==> config.mk <==
export PLATFORM = sky130hd
export DESIGN_NAME = capture_compare_pwm_unit
export DESIGN_NICKNAME = d
export VERILOG_FILES = /design/src/shared/cmp_unit_pkg.sv /design/src/pwm_time_base.sv /design/src/capture_compare_pwm_unit.sv
export SDC_FILE = /design/constraint.sdc
export NUM_CORES = 1
export LEC_CHECK = 0
export ABC_AREA = 1
export ABC_CLOCK_PERIOD_IN_PS = 8000
export BUFFER_PORTS_ARGS = -buffer_cell sky130_fd_sc_hd__clkbuf_2
export CELL_PAD_IN_SITES_DETAIL_PLACEMENT = 0
export CELL_PAD_IN_SITES_GLOBAL_PLACEMENT = 1
export CORE_MARGIN = 2
export CORE_UTILIZATION = 44
export DETAILED_ROUTE_END_ITERATION = 8
export PLACE_DENSITY_LB_ADDON = 0.05
export SLEW_MARGIN = 10
export SYNTH_ARGS = -nofsm -noshare
export SYNTH_HDL_FRONTEND = slang
export SYNTH_SLANG_ARGS = --single-unit
==> constraint.sdc <==
create_clock -name clk -period 8 [get_ports clk]
set_input_delay 0.4 -clock clk [delete_from_list [all_inputs] [get_ports clk]]
set_output_delay 0.4 -clock clk [all_outputs]
set_load 0.005 [all_outputs]
==> src/shared/cmp_unit_pkg.sv <==
package cmp_unit_pkg;

  // Register byte addresses on the APB slave
  localparam logic [7:0] ADDR_CONTROL = 8'h00;
  localparam logic [7:0] ADDR_MATCH_LOW = 8'h04;
  localparam logic [7:0] ADDR_MATCH_HIGH = 8'h08;
  localparam logic [7:0] ADDR_EVENT_FLAG = 8'h0C;
  localparam logic [7:0] ADDR_EVENT_ENABLE = 8'h10;
  localparam logic [7:0] ADDR_PERIOD = 8'h14;
  localparam logic [7:0] ADDR_TIMER_CONTROL = 8'h18;
  localparam logic [7:0] ADDR_TIMER_COUNT = 8'h1C;

  // Control and timer control register field positions
  localparam int CTRL_FMT_BIT = 4;
  localparam int CTRL_EN_BIT = 7;
  localparam int CTRL_CONV_BIT = 8;
  localparam int TCTRL_ON_BIT = 2;

  // Values after reset
  localparam logic [7:0] PERIOD_RESET = 8'hFF;
  localparam logic [15:0] MATCH_RESET = 16'h0000;

  // Last values of the 4- and 16-step prescalers and of the four-step time base clock phase
  localparam logic [1:0] PRE4_LAST = 2'h3;
  localparam logic [3:0] PRE16_LAST = 4'hF;
  localparam logic [1:0] PHASE_LAST = 2'h3;

  // Period timer input prescale selections
  localparam logic [1:0] PS_DIV1 = 2'h0;
  localparam logic [1:0] PS_DIV4 = 2'h1;

  typedef enum logic [3:0] {
    MODE_OFF = 4'h0,
    MODE_TOGGLE = 4'h2,
    MODE_CAP_FALL = 4'h4,
    MODE_CAP_RISE = 4'h5,
    MODE_CAP_4TH = 4'h6,
    MODE_CAP_16TH = 4'h7,
    MODE_SET = 4'h8,
    MODE_CLEAR = 4'h9,
    MODE_SOFT = 4'hA,
    MODE_TRIGGER = 4'hB,
    MODE_PWM = 4'hC
  } mode_t;

  typedef struct packed {
    logic en;
    logic conv_sel;
    logic fmt;
    mode_t mode;
  } ctrl_t;

  typedef struct packed {
    logic psel;
    logic penable;
    logic pwrite;
    logic [7:0] paddr;
    logic [31:0] pwdata;
  } apb_req_t;

  typedef struct packed {
    logic pready;
    logic pslverr;
    logic [31:0] prdata;
  } apb_rsp_t;

  typedef struct packed {
    logic run;
    logic [1:0] prescale;
    logic [7:0] period;
  } tb_cfg_t;

  typedef struct packed {
    logic [7:0] count;
    logic [9:0] base;
    logic roll;
  } tb_out_t;

endpackage : cmp_unit_pkg

==> src/pwm_time_base.sv <==
`timescale 1ns/1ps
`default_nettype none
module pwm_time_base (
  input wire logic clk,
  input wire logic rst_n,
  input wire cmp_unit_pkg::tb_cfg_t cfg,
  output cmp_unit_pkg::tb_out_t tb
);
  import cmp_unit_pkg::*;

  typedef struct packed {
    logic [1:0] phase;
    logic [3:0] pre;
    logic [7:0] count;
    logic roll;
  } tb_state_t;

  tb_state_t s;
  tb_state_t next_s;
  logic tick;
  logic [1:0] frac;

  // Period timer: clock phase feeds the prescaler, prescaler feeds the 8-bit count
  always_comb begin
    next_s = s;
    next_s.roll = 1'b0;
    tick = 1'b0;
    if (cfg.run) begin
      next_s.phase = s.phase + 2'h1;
      if (s.phase == PHASE_LAST) begin
        next_s.pre = s.pre + 4'h1;
        unique case (cfg.prescale)
          PS_DIV1: tick = 1'b1;
          PS_DIV4: tick = (s.pre[1:0] == PRE4_LAST);
          default: tick = (s.pre == PRE16_LAST);
        endcase
      end
      if (tick) begin
        // The increment after a period match restarts the count
        if (s.count == cfg.period) begin
          next_s.count = 8'h00;
          next_s.pre = 4'h0;
          next_s.roll = 1'b1;
        end else begin
          next_s.count = s.count + 8'h01;
        end
      end
    end
  end

  // Two fractional bits: clock phase at 1:1, low two prescaler bits at 1:4, else the top prescaler bits
  always_comb begin
    unique case (cfg.prescale)
      PS_DIV1: frac = s.phase;
      PS_DIV4: frac = s.pre[1:0];
      default: frac = s.pre[3:2];
    endcase
  end

  // One driver for the whole output word
  assign tb = '{count: s.count, base: {s.count, frac}, roll: s.roll};

  always_ff @(posedge clk or negedge rst_n) begin
    if (!rst_n) begin
      s <= '0;
    end else begin
      s <= next_s;
    end
  end

endmodule : pwm_time_base
`default_nettype wire

==> src/capture_compare_pwm_unit.sv <==
`timescale 1ns/1ps
`default_nettype none
// Operation
// - Mode change may set a false flag; software clears the flag afterwards.
// - Event prescaler cleared while disabled, outside capture modes, and on reset.
// - Changing between capture prescale modes keeps the count; software zeroes control first.
// - With instruction clock timing, no captures happen during sleep.
// - With an external timer clock, capture keeps working during sleep.
// - Compare pair matched against reference timer; match toggles, sets or clears output.
// - Every match sets the flag and optionally starts a conversion.
// - Writing zero to control forces the compare output latch low.
// - Trigger mode resets the timer one edge later unless the match was removed.
// - Compare works in sleep only if the reference timer keeps running.
// - Match during sleep with event enable set wakes the device.
// - PWM mode drives the pin with up to ten bits of resolution.
// - PWM time base is the 8-bit period timer plus two low bits.
// - Duty value is taken left or right aligned per the align bit.
// - After period match: timer cleared, pin set unless duty zero, duty buffered.
// - Pin driven low when the time base equals the buffered duty.
// - Capture on falling, rising, every 4th or every 16th rising edge.
// - Capture copies the timer into the pair and sets the flag.
module capture_compare_pwm_unit (
  input wire logic clk,
  input wire logic rst_n,
  input wire cmp_unit_pkg::apb_req_t apb_req,
  output cmp_unit_pkg::apb_rsp_t apb_rsp,
  input wire logic capture_in,
  input wire logic [15:0] ref_timer,
  input wire logic ref_ext_clock,
  input wire logic sleep,
  output logic unit_pin,
  output logic conv_start,
  output logic ref_timer_clear,
  output logic wake
);
  import cmp_unit_pkg::*;

  typedef struct packed {
    ctrl_t ctrl;
    logic [15:0] match;
    logic flag;
    logic evt_en;
    logic [7:0] period;
    logic tmr_on;
    logic [1:0] prescale;
    logic [2:0] cap_sync;
    logic [3:0] pre_cnt;
    logic match_prev;
    logic trig_pend;
    logic out_latch;
    logic [9:0] duty_buf;
    logic conv_start;
    logic tmr_clear;
    logic wake;
    apb_rsp_t rsp;
  } unit_state_t;

  unit_state_t s;
  unit_state_t next_s;
  logic [1:0] rst_sync;
  logic rst_n_int;
  tb_cfg_t tb_cfg;
  tb_out_t tb;
  logic setup;
  logic access_wr;
  logic addr_ok;
  logic [31:0] rd_data;
  logic ctrl_zero_wr;
  logic cap_mode;
  logic cmp_mode;
  logic pwm_on;
  logic cap_ok;
  logic rise;
  logic fall;
  logic cap_event;
  logic match_now;
  logic hit;
  logic [9:0] duty;

  // Reset released through two flops so every state flop leaves reset together
  always_ff @(posedge clk or negedge rst_n) begin
    if (!rst_n) begin
      rst_sync <= 2'b00;
    end else begin
      rst_sync <= {rst_sync[0], 1'b1};
    end
  end
  assign rst_n_int = rst_sync[1];

  pwm_time_base u_time_base (
    .clk(clk),
    .rst_n(rst_n_int),
    .cfg(tb_cfg),
    .tb(tb)
  );

  // Period timer freezes during sleep so the waveform state holds
  assign tb_cfg = '{run: s.tmr_on & ~sleep, prescale: s.prescale, period: s.period};

  // Mode decode
  assign cap_mode = (s.ctrl.mode inside {MODE_CAP_FALL, MODE_CAP_RISE, MODE_CAP_4TH,
                                         MODE_CAP_16TH});
  assign cmp_mode = s.ctrl.en & (s.ctrl.mode inside {MODE_TOGGLE, MODE_SET, MODE_CLEAR,
                                                     MODE_SOFT, MODE_TRIGGER});
  assign pwm_on = s.ctrl.en & (s.ctrl.mode == MODE_PWM);

  // Edges seen only after the second synchroniser stage
  assign rise = s.cap_sync[1] & ~s.cap_sync[2];
  assign fall = ~s.cap_sync[1] & s.cap_sync[2];
  assign cap_ok = ~sleep | ref_ext_clock;

  // Event selection per capture mode
  always_comb begin
    cap_event = 1'b0;
    if (s.ctrl.en & cap_ok) begin
      case (s.ctrl.mode)
        MODE_CAP_FALL: cap_event = fall;
        MODE_CAP_RISE: cap_event = rise;
        MODE_CAP_4TH: cap_event = rise & (s.pre_cnt[1:0] == PRE4_LAST);
        MODE_CAP_16TH: cap_event = rise & (s.pre_cnt == PRE16_LAST);
        default: cap_event = 1'b0;
      endcase
    end
  end

  // Only the first cycle of equality counts, so a stalled timer fires once
  assign match_now = (ref_timer == s.match);
  assign hit = cmp_mode & match_now & ~s.match_prev;

  // Duty alignment: left uses high byte plus two top bits of the low byte
  assign duty = s.ctrl.fmt ? {s.match[15:8], s.match[7:6]} : s.match[9:0];

  // APB decode; zero wait state, answer registered from the setup cycle
  assign setup = apb_req.psel & ~apb_req.penable;
  assign access_wr = apb_req.psel & apb_req.penable & apb_req.pwrite & s.rsp.pready &
                     ~s.rsp.pslverr;
  assign ctrl_zero_wr = access_wr & (apb_req.paddr == ADDR_CONTROL) &
                        (apb_req.pwdata[8:0] == 9'h000);

  always_comb begin
    addr_ok = 1'b1;
    rd_data = 32'h0000_0000;
    case (apb_req.paddr)
      ADDR_CONTROL: rd_data = {23'h000000, s.ctrl.conv_sel, s.ctrl.en, 1'b0, s.out_latch,
                               s.ctrl.fmt, s.ctrl.mode};
      ADDR_MATCH_LOW: rd_data = {24'h000000, s.match[7:0]};
      ADDR_MATCH_HIGH: rd_data = {24'h000000, s.match[15:8]};
      ADDR_EVENT_FLAG: rd_data = {31'h00000000, s.flag};
      ADDR_EVENT_ENABLE: rd_data = {31'h00000000, s.evt_en};
      ADDR_PERIOD: rd_data = {24'h000000, s.period};
      ADDR_TIMER_CONTROL: rd_data = {29'h00000000, s.tmr_on, s.prescale};
      ADDR_TIMER_COUNT: rd_data = {24'h000000, tb.count};
      default: addr_ok = 1'b0;
    endcase
  end

  // Next state: register writes first, then hardware events so they win, then the zero-control latch clear
  always_comb begin
    next_s = s;
    next_s.conv_start = 1'b0;
    next_s.tmr_clear = 1'b0;
    next_s.wake = 1'b0;
    next_s.trig_pend = 1'b0;
    next_s.rsp.pready = setup;
    next_s.rsp.pslverr = setup & ~addr_ok;
    next_s.rsp.prdata = (setup & ~apb_req.pwrite) ? rd_data : 32'h0000_0000;
    next_s.cap_sync = {s.cap_sync[1:0], capture_in};

    // Register writes
    if (access_wr) begin
      case (apb_req.paddr)
        ADDR_CONTROL: begin
          next_s.ctrl.mode = mode_t'(apb_req.pwdata[3:0]);
          next_s.ctrl.fmt = apb_req.pwdata[CTRL_FMT_BIT];
          next_s.ctrl.en = apb_req.pwdata[CTRL_EN_BIT];
          next_s.ctrl.conv_sel = apb_req.pwdata[CTRL_CONV_BIT];
        end
        ADDR_MATCH_LOW: next_s.match[7:0] = apb_req.pwdata[7:0];
        ADDR_MATCH_HIGH: next_s.match[15:8] = apb_req.pwdata[7:0];
        ADDR_EVENT_FLAG: next_s.flag = s.flag & ~apb_req.pwdata[0];
        ADDR_EVENT_ENABLE: next_s.evt_en = apb_req.pwdata[0];
        ADDR_PERIOD: next_s.period = apb_req.pwdata[7:0];
        ADDR_TIMER_CONTROL: begin
          next_s.prescale = apb_req.pwdata[1:0];
          next_s.tmr_on = apb_req.pwdata[TCTRL_ON_BIT];
        end
        default: next_s.match = s.match;
      endcase
    end

    // Event prescaler: held clear unless enabled in a capture mode; a direct
    // switch between capture modes keeps the count, as software expects
    if (!(s.ctrl.en & cap_mode)) begin
      next_s.pre_cnt = 4'h0;
    end else if (rise & cap_ok) begin
      next_s.pre_cnt = s.pre_cnt + 4'h1;
    end

    // Capture overwrites any unread value; wins over a same-cycle write
    if (cap_event) begin
      next_s.match = ref_timer;
      next_s.flag = 1'b1;
    end

    // Compare actions on the first matching cycle
    next_s.match_prev = cmp_mode & match_now;
    if (hit) begin
      next_s.flag = 1'b1;
      next_s.conv_start = s.ctrl.conv_sel;
      next_s.wake = sleep & s.evt_en;
      case (s.ctrl.mode)
        MODE_TOGGLE: next_s.out_latch = ~s.out_latch;
        MODE_SET: next_s.out_latch = 1'b1;
        MODE_CLEAR: next_s.out_latch = 1'b0;
        MODE_TRIGGER: next_s.trig_pend = 1'b1;
        default: next_s.trig_pend = 1'b0;
      endcase
    end

    // Timer reset follows one edge later, only if the match still stands
    if (s.trig_pend & match_now) begin
      next_s.tmr_clear = 1'b1;
    end

    // PWM: set and reload at period roll, clear at duty match
    if (pwm_on) begin
      if (tb.roll) begin
        next_s.duty_buf = duty;
        next_s.out_latch = (duty != 10'h000);
      end else if (tb.base == s.duty_buf) begin
        next_s.out_latch = 1'b0;
      end
    end

    // A zeroed control register forces the compare latch low, last word
    if (ctrl_zero_wr) begin
      next_s.out_latch = 1'b0;
    end
  end

  always_ff @(posedge clk or negedge rst_n_int) begin
    if (!rst_n_int) begin
      s <= '0;
      s.match <= MATCH_RESET;
      s.period <= PERIOD_RESET;
    end else begin
      s <= next_s;
    end
  end

  // Every output straight from a state flop
  assign apb_rsp = s.rsp;
  assign unit_pin = s.out_latch;
  assign conv_start = s.conv_start;
  assign ref_timer_clear = s.tmr_clear;
  assign wake = s.wake;
endmodule : capture_compare_pwm_unit
`default_nettype wire

---- After elaboration in Yosys (flattened, before gate mapping) ----
Index checks and enable logic that the tools add are counted.
Widths: inputs -> output; s select.
word-level totals
  register bits after elaboration ......... 110
  latch bits .............................. 0
  memory bits (writable) .................. 0
  memory bits (read-only) ................. 0
  input bits .............................. 64
  output and inout bits ................... 38
  word-level logic and storage cells ...... 153
  memories kept ........................... 0
cells by class
  add/subtract/negate cells ............... 4
  multiply operators ...................... 0
  div/mod/pow operators ................... 0
  $lt $le $gt $ge ......................... 0
  equal/unequal tests ..................... 27
  shift operators ......................... 0
  multiplexer cells ....................... 38
  bitwise gates (word level) .............. 35
  reduce and logical (&&, ||, !) cells .... 21
operator list
  cell                 count
  $pmux 9 s8           1
  $eq 8x5->1 const B   4
  $mux 32              1
  $mux 8               4
  $mux 29              1
  $eq 4x4->1 const B   7
  $and 1x1->1          24
  $mux 10              2
  $reduce_and 2->1     9
  $mux 17              1
  $eq 16x16->1         1
  $eq 4x3->1 const B   4
  $eq 8x4->1 const B   2
  $mux 1               16
  $mux 4               4
  $mux 13              1
  $mux 11              1
  $eq 10x10->1         1
  $not 1->1            10
  $reduce_bool 10->1   1
  $logic_not 9->1      1
  $add 4x1->4 const B  2
  $add 8x1->8 const B  1
  $eq 8x3->1 const B   1
  20 further kinds     25

---- Longest topological paths before layout ----
  depth after elaboration ................. 10
  gate-level depth with buffers ........... 12
  gate-level depth less buffers ........... 12

---- Hierarchy ----
Synthesis repeated with hierarchy kept, for this count alone.
second synthesis, totals
  cells, all modules ...................... 717
  area total of the unflattened synthesis .. 5566.6 µm²
modules (own cells, without submodules)
  module                    times used  cells each  area an instance (µm²)  sequential area each (µm²)
  capture_compare_pwm_unit  1           561         4398.0                  1811.7
  pwm_time_base             1           156         1168.6                  375.4

---- Least setup slack after synthesis ----
No wires, ideal clock.
  kind .................................... flip-flop to flip-flop
  start ................................... register u_time_base.s[13] (netlist bit)
  end ..................................... register u_time_base.s, in the netlist u_time_base.tb[10]
  library setup time ...................... 0.122 ns
  data arrival time ....................... 1.355 ns
  required time ........................... 7.878 ns
  setup slack ............................. 6.524 ns
  stages on the path, launching flop included .. 11
  path buffers ............................ 0
  clock period less this slack ............ 1.476 ns
  cell sequence ........................... dfrtp_1 -> ha_1 -> inv_1 -> nor2_8 -> nand3_4 -> inv_6 -> nand3_2 -> nor2_2 -> nand3_2 -> o21ai_1 -> a21oi_1
between the ends
  cells in the longest elaborated chain, start to end .. 4
ends and longest elaborated chain
  item                               line                 RTL
  from (decl)                        pwm_time_base.sv:18  tb_state_t s;
  from (signal assigned)             pwm_time_base.sv:67  s <= next_s;
  $eq 2x2->1                         pwm_time_base.sv:30  if (s.phase == PHASE_LAST) begin
  $mux 1                             pwm_time_base.sv:30
  $mux 1                             pwm_time_base.sv:28  if (cfg.run) begin
  $reduce_and 2->1 (no source line)  n/a
Every way passes these cells. The select of a mux whose other input is x is not followed.
A chain may end at the register's enable or synchronous reset.

---- Worst setup path in the final report ----
  start ................................... register s[89] (netlist bit)
  end ..................................... register s[75] (netlist bit)
between the ends
  cells in the longest elaborated chain, start to end .. 5
  elaborated cells on any way between the ends .. 10
  those cells by class .................... 4 x eq/ne; 3 x mux; 3 x reduce/logical
ends and longest elaborated chain
  item                                line                             RTL
  from (decl)                         capture_compare_pwm_unit.sv:58   unit_state_t s;
  from (signal assigned)              capture_compare_pwm_unit.sv:247  s <= next_s;
  $eq 4x3->1                          capture_compare_pwm_unit.sv:116  case (s.ctrl.mode)
  $pmux 1 s4 (*)                      capture_compare_pwm_unit.sv:116
  $mux 1 (*)                          capture_compare_pwm_unit.sv:115  if (s.ctrl.en & cap_ok) begin
  $reduce_bool 2->1 (no source line)  n/a
  $reduce_and 2->1 (no source line)   n/a
Every way passes the cells marked *; elsewhere a longest branch is shown, timed or not.

==> impl_table.tex <==
\begin{tabular}{lr}
\hline
Metric & Value \\
\hline
\multicolumn{2}{l}{\textbf{Outcome}} \\
Result of the run & finished clean \\
\multicolumn{2}{l}{\textbf{Setup path}} \\
Required time of the critical path & 8190 ps \\
Worst setup SP type & flop \\
Worst-case reg-to-reg path depth & 8 \\
Classification of the worst setup path & flop to flop \\
Endpoint class of the critical path & flop \\
Critical-path maximum fanout & 24 \\
Data arrival time of the critical path & 2240 ps \\
Internal reg-to-reg setup slack & 5950 ps \\
Endpoint of the worst register-to-register path & s[75] \\
Startpoint of the most critical register-to-register path & s[89] \\
Launch point of the critical path & s[89] \\
\multicolumn{2}{l}{\textbf{Finish}} \\
Antenna Cells & 0 \\
Most common cell after layout, fill and taps aside & sky130\_fd\_sc\_hd\_\_nand2\_1 \\
Fraction of layout instances using a drive strength above 1 & 16.3\% \\
Layout Utilization & 49.7\% \\
Commonest cells after routing, fill and taps aside & sky130\_fd\_sc\_hd\_\_nand2\_1 (176), sky130\_fd\_sc\_hd\_\_inv\_1 (95), sky130\_fd\_sc\_hd\_\_dfrtp\_1 (78) \\
Filler Cell Count & 1165 \\
Synth-to-layout area growth & 10.5\% \\
Finished Cell Area & 5680 µm² \\
Net count reported at finish & 779 \\
Post-route non-filler standard cell count & 859 \\
\multicolumn{2}{l}{\textbf{Timing}} \\
Worst hold slack & 155 ps \\
Fin. max-slew vios & 0 \\
Slew at the pin with the worst max-slew slack & 762 ps \\
Share of the cycle needed by the critical path after routing & 25.6\% \\
Final worst path period need & 2050 ps \\
Worst-case headroom to the max-slew limit & 49.2\% \\
Worst-case clock skew & 5.95 ps \\
Setup repair after global routing missed its margin & no \\
Final-report setup violation count & 0 \\
Final setup TNS & 0 ps \\
Number of failing hold endpoints at the final stage & 0 \\
Post-layout worst setup margin & 5950 ps \\
Max frequency & 0.488 GHz \\
\multicolumn{2}{l}{\textbf{Floorplan}} \\
Core Region & 11400 µm² \\
Area of the die & 12600 µm² \\
Die outline height & 112 µm \\
IO Count & 102 \\
Site Rows & 39 \\
Initial Utilization & 45.0\% \\
Die extent in x & 112 µm \\
\multicolumn{2}{l}{\textbf{Routing}} \\
Routed met2 length & 6.13 mm \\
Number of vias per cell after detailed routing & 5.04 \\
Detailed Route Iter0 Violations & 272 \\
Uppermost layer routed & met4 \\
Final wirelength & 13.5 mm \\
Post-route ant nets & 0 \\
Met3 Routed Length & 685 µm \\
Wirelength per Cell & 15.7 µm \\
Drt first pass iters & 5 \\
Wire length on met1 & 6.50 mm \\
Post-route DRC violation count & 0 \\
Total number of vias & 4330 \\
\multicolumn{2}{l}{\textbf{Placement}} \\
Quantity of I/O buffers inserted on ports & 55 \\
Post-detailed-placement half-perimeter wirelength & 10.2 mm \\
Routability congestion estimate & 0.838 \\
Worst-case setup slack after placement & 5710 ps \\
Placed Cells incl. Taps & 841 \\
Cell Area, Placed & 5360 µm² \\
\multicolumn{2}{l}{\textbf{CTS}} \\
Clock Tree Root & sky130\_fd\_sc\_hd\_\_clkbuf\_16 \\
Clock insertion delay at the later pin of the skew report & 350 ps \\
Clock slew at reported path FFs & 60 ps \\
TritonCTS clock tree & yes \\
Buffers inserted by post-CTS timing repair & 0 \\
Count of H-tree levels built during CTS & 3 \\
Clock Tree Buf Depth & 2 \\
CTS Buf Count & 9 \\
Clock sink count & 87 \\
\multicolumn{2}{l}{\textbf{Yosys}} \\
Post-synthesis cell count & 666 \\
Share of the yosys chip area belonging to registers & 42.6\% \\
Number of register bits inferred by synthesis & 87 \\
Area share of the largest cell type after synthesis & 38.5\% \\
Cell Area, Synth & 5140 µm² \\
Distinct cell type count after synthesis & 46 \\
Per-instance average area after synthesis & 7.71 µm² \\
Most common flop cell mapped by yosys & sky130\_fd\_sc\_hd\_\_dfrtp\_1 \\
Top area cells in the synthesized netlist & sky130\_fd\_sc\_hd\_\_dfrtp\_1 (38\%), sky130\_fd\_sc\_hd\_\_nand2\_1 (13\%), sky130\_fd\_sc\_hd\_\_inv\_1 (6.9\%) \\
Synth Warn \# & 0 \\
Post-synthesis async set-or-reset flop share & 100\% \\
Cell type with the highest aggregate area in the netlist & sky130\_fd\_sc\_hd\_\_dfrtp\_1 \\
Number of synthesized flops with an enable pin & 0 \\
\multicolumn{2}{l}{\textbf{Power}} \\
Maximum vdd drop & 0.100 mV \\
LEAKAGE & 2.77 nW \\
Share of total power consumed by net switching & 23.9\% \\
Total power of the final layout & 0.902 mW \\
Power density relative to cell area & 159 nW/µm² \\
Power share of the clock group & 44.8\% \\
Combinational Power Share & 5.4\% \\
Internal power component & 0.687 mW \\
Share of power burned in registers & 49.8\% \\
Switching power summed over all nets & 0.215 mW \\
\multicolumn{2}{l}{\textbf{Global routing}} \\
GRT Util Overall & 22.3\% \\
Initial antenna violation count & 0 \\
Maximum number of pins on one net before global-route repair & 86 \\
Global-route wire length before repair & 21.6 mm \\
GRT Residual Overflow & 0 \\
Via count of the first global-routing pass & 4097 \\
\multicolumn{2}{l}{\textbf{Min path}} \\
Hold Path Stages & 1 \\
Worst Hold Endpoint & next\_s[55] \\
Type of the most critical hold path & primary input to flop \\
Source of the worst hold timing path & capture\_in \\
\multicolumn{2}{l}{\textbf{Job}} \\
Max-cap viol count & 0 \\
\hline
\end{tabular}
==> sequential cells by signal, summed over array words and instances (netlist names) <==
register and flops:
s 53, apb_rsp 11, u_time_base.tb 9, u_time_base.s 6, next_s 2, rst_sync 2, conv_start 1, ref_timer_clear 1
unit_pin 1, wake 1
==> synth_stat cells (5+ instances only) <==
master	number
sky130_fd_sc_hd__nand3_1	25
sky130_fd_sc_hd__nand2_1	176
sky130_fd_sc_hd__nand4_1	11
sky130_fd_sc_hd__nor3_1	11
sky130_fd_sc_hd__buf_4	34
sky130_fd_sc_hd__dfrtp_1	79
sky130_fd_sc_hd__nor2_2	5
sky130_fd_sc_hd__o211ai_1	6
sky130_fd_sc_hd__dfstp_2	8
sky130_fd_sc_hd__inv_1	95
sky130_fd_sc_hd__nor2_1	44
sky130_fd_sc_hd__a21oi_1	22
sky130_fd_sc_hd__inv_2	10
sky130_fd_sc_hd__o22ai_1	10
sky130_fd_sc_hd__buf_2	8
sky130_fd_sc_hd__o21ai_1	16
sky130_fd_sc_hd__o221ai_1	14
sky130_fd_sc_hd__o21ai_0	26
sky130_fd_sc_hd__xnor2_1	11
sky130_fd_sc_hd__xor2_1	10
==> kinds of logic (layout without fill, tap and decap cells) <==
family                     Yosys count  in the layout  synth area share, %
and+or+nand+nor                    297            297                 26.4
xor gates and xnor gates            21             21                 3.58
AOI/OAI and AO/OA                  104            104                 12.4
DFF                                 87             87                 42.6
adders and majority gates            4              4                0.974
buffers and inverters              151            179                 14.0
other                                2             24                0.146
==> worst max path at each step <==
stage                 endpoint  slack, ps  depth (start not counted)
finish                   s[75]       5950                          8
global placement         s[71]       5760                          9
global route             s[75]       5790                          8
detailed placement       s[75]       5710                          9
floorplan           apb_rsp[0]       5410                          0
CTS                      s[75]       5960                          8
==> per-layer routing <==
layer / up-vias / track usage (%)
li1: 2174 / -
met1: 2034 / 31.8
met2: 109 / 34.9
met3: 13 / 3.73
met4: 0 / 7.80
met5: - / 0
==> power groups by stage <==
stage | combinational, mW | sequential [mW] | clock, mW
6_report | 0.0490 | 0.449 | 0.404
5_1_grt | 0.0560 | 0.450 | 0.432
4_1_cts | 0.0428 | 0.455 | 0.413
3_5_place_dp | 0.0422 | 0.463 | 0
3_3_place_gp | 0.0417 | 0.462 | 0
2_1_floorplan | 0.0314 | 0.459 | 0
==> cell type report <==
class                           instances  area [µm²]  area share (%)
Sequential cell                        87        2190            38.6
Multi-Input combinational cell        450        2320            40.8
Inverter                              106         403            7.09
Timing Repair Buffer                   57         313            5.51
Clock inverter                          3        17.5           0.308
Clock buffer                           13         260            4.58
Tap cell                              143         179            3.15
==> worst max-delay path: stages (launching register included) <==
cell and delay [ps]:
sky130_fd_sc_hd__dfrtp_1 470, sky130_fd_sc_hd__nor2_2 160, sky130_fd_sc_hd__nand2_1 130, sky130_fd_sc_hd__nor3_2 200, sky130_fd_sc_hd__nand2_2 330, sky130_fd_sc_hd__o31ai_1 200
sky130_fd_sc_hd__inv_2 180, sky130_fd_sc_hd__nand2_1 90, sky130_fd_sc_hd__o221ai_1 110
==> what timing repair did <==
action | in CTS | in global routing
hold endpoints to repair | 2 | 0
resized for setup | 0 | 0
hold buffers | 1 | 0
Note: power is estimated with default switching activity, not from simulation.
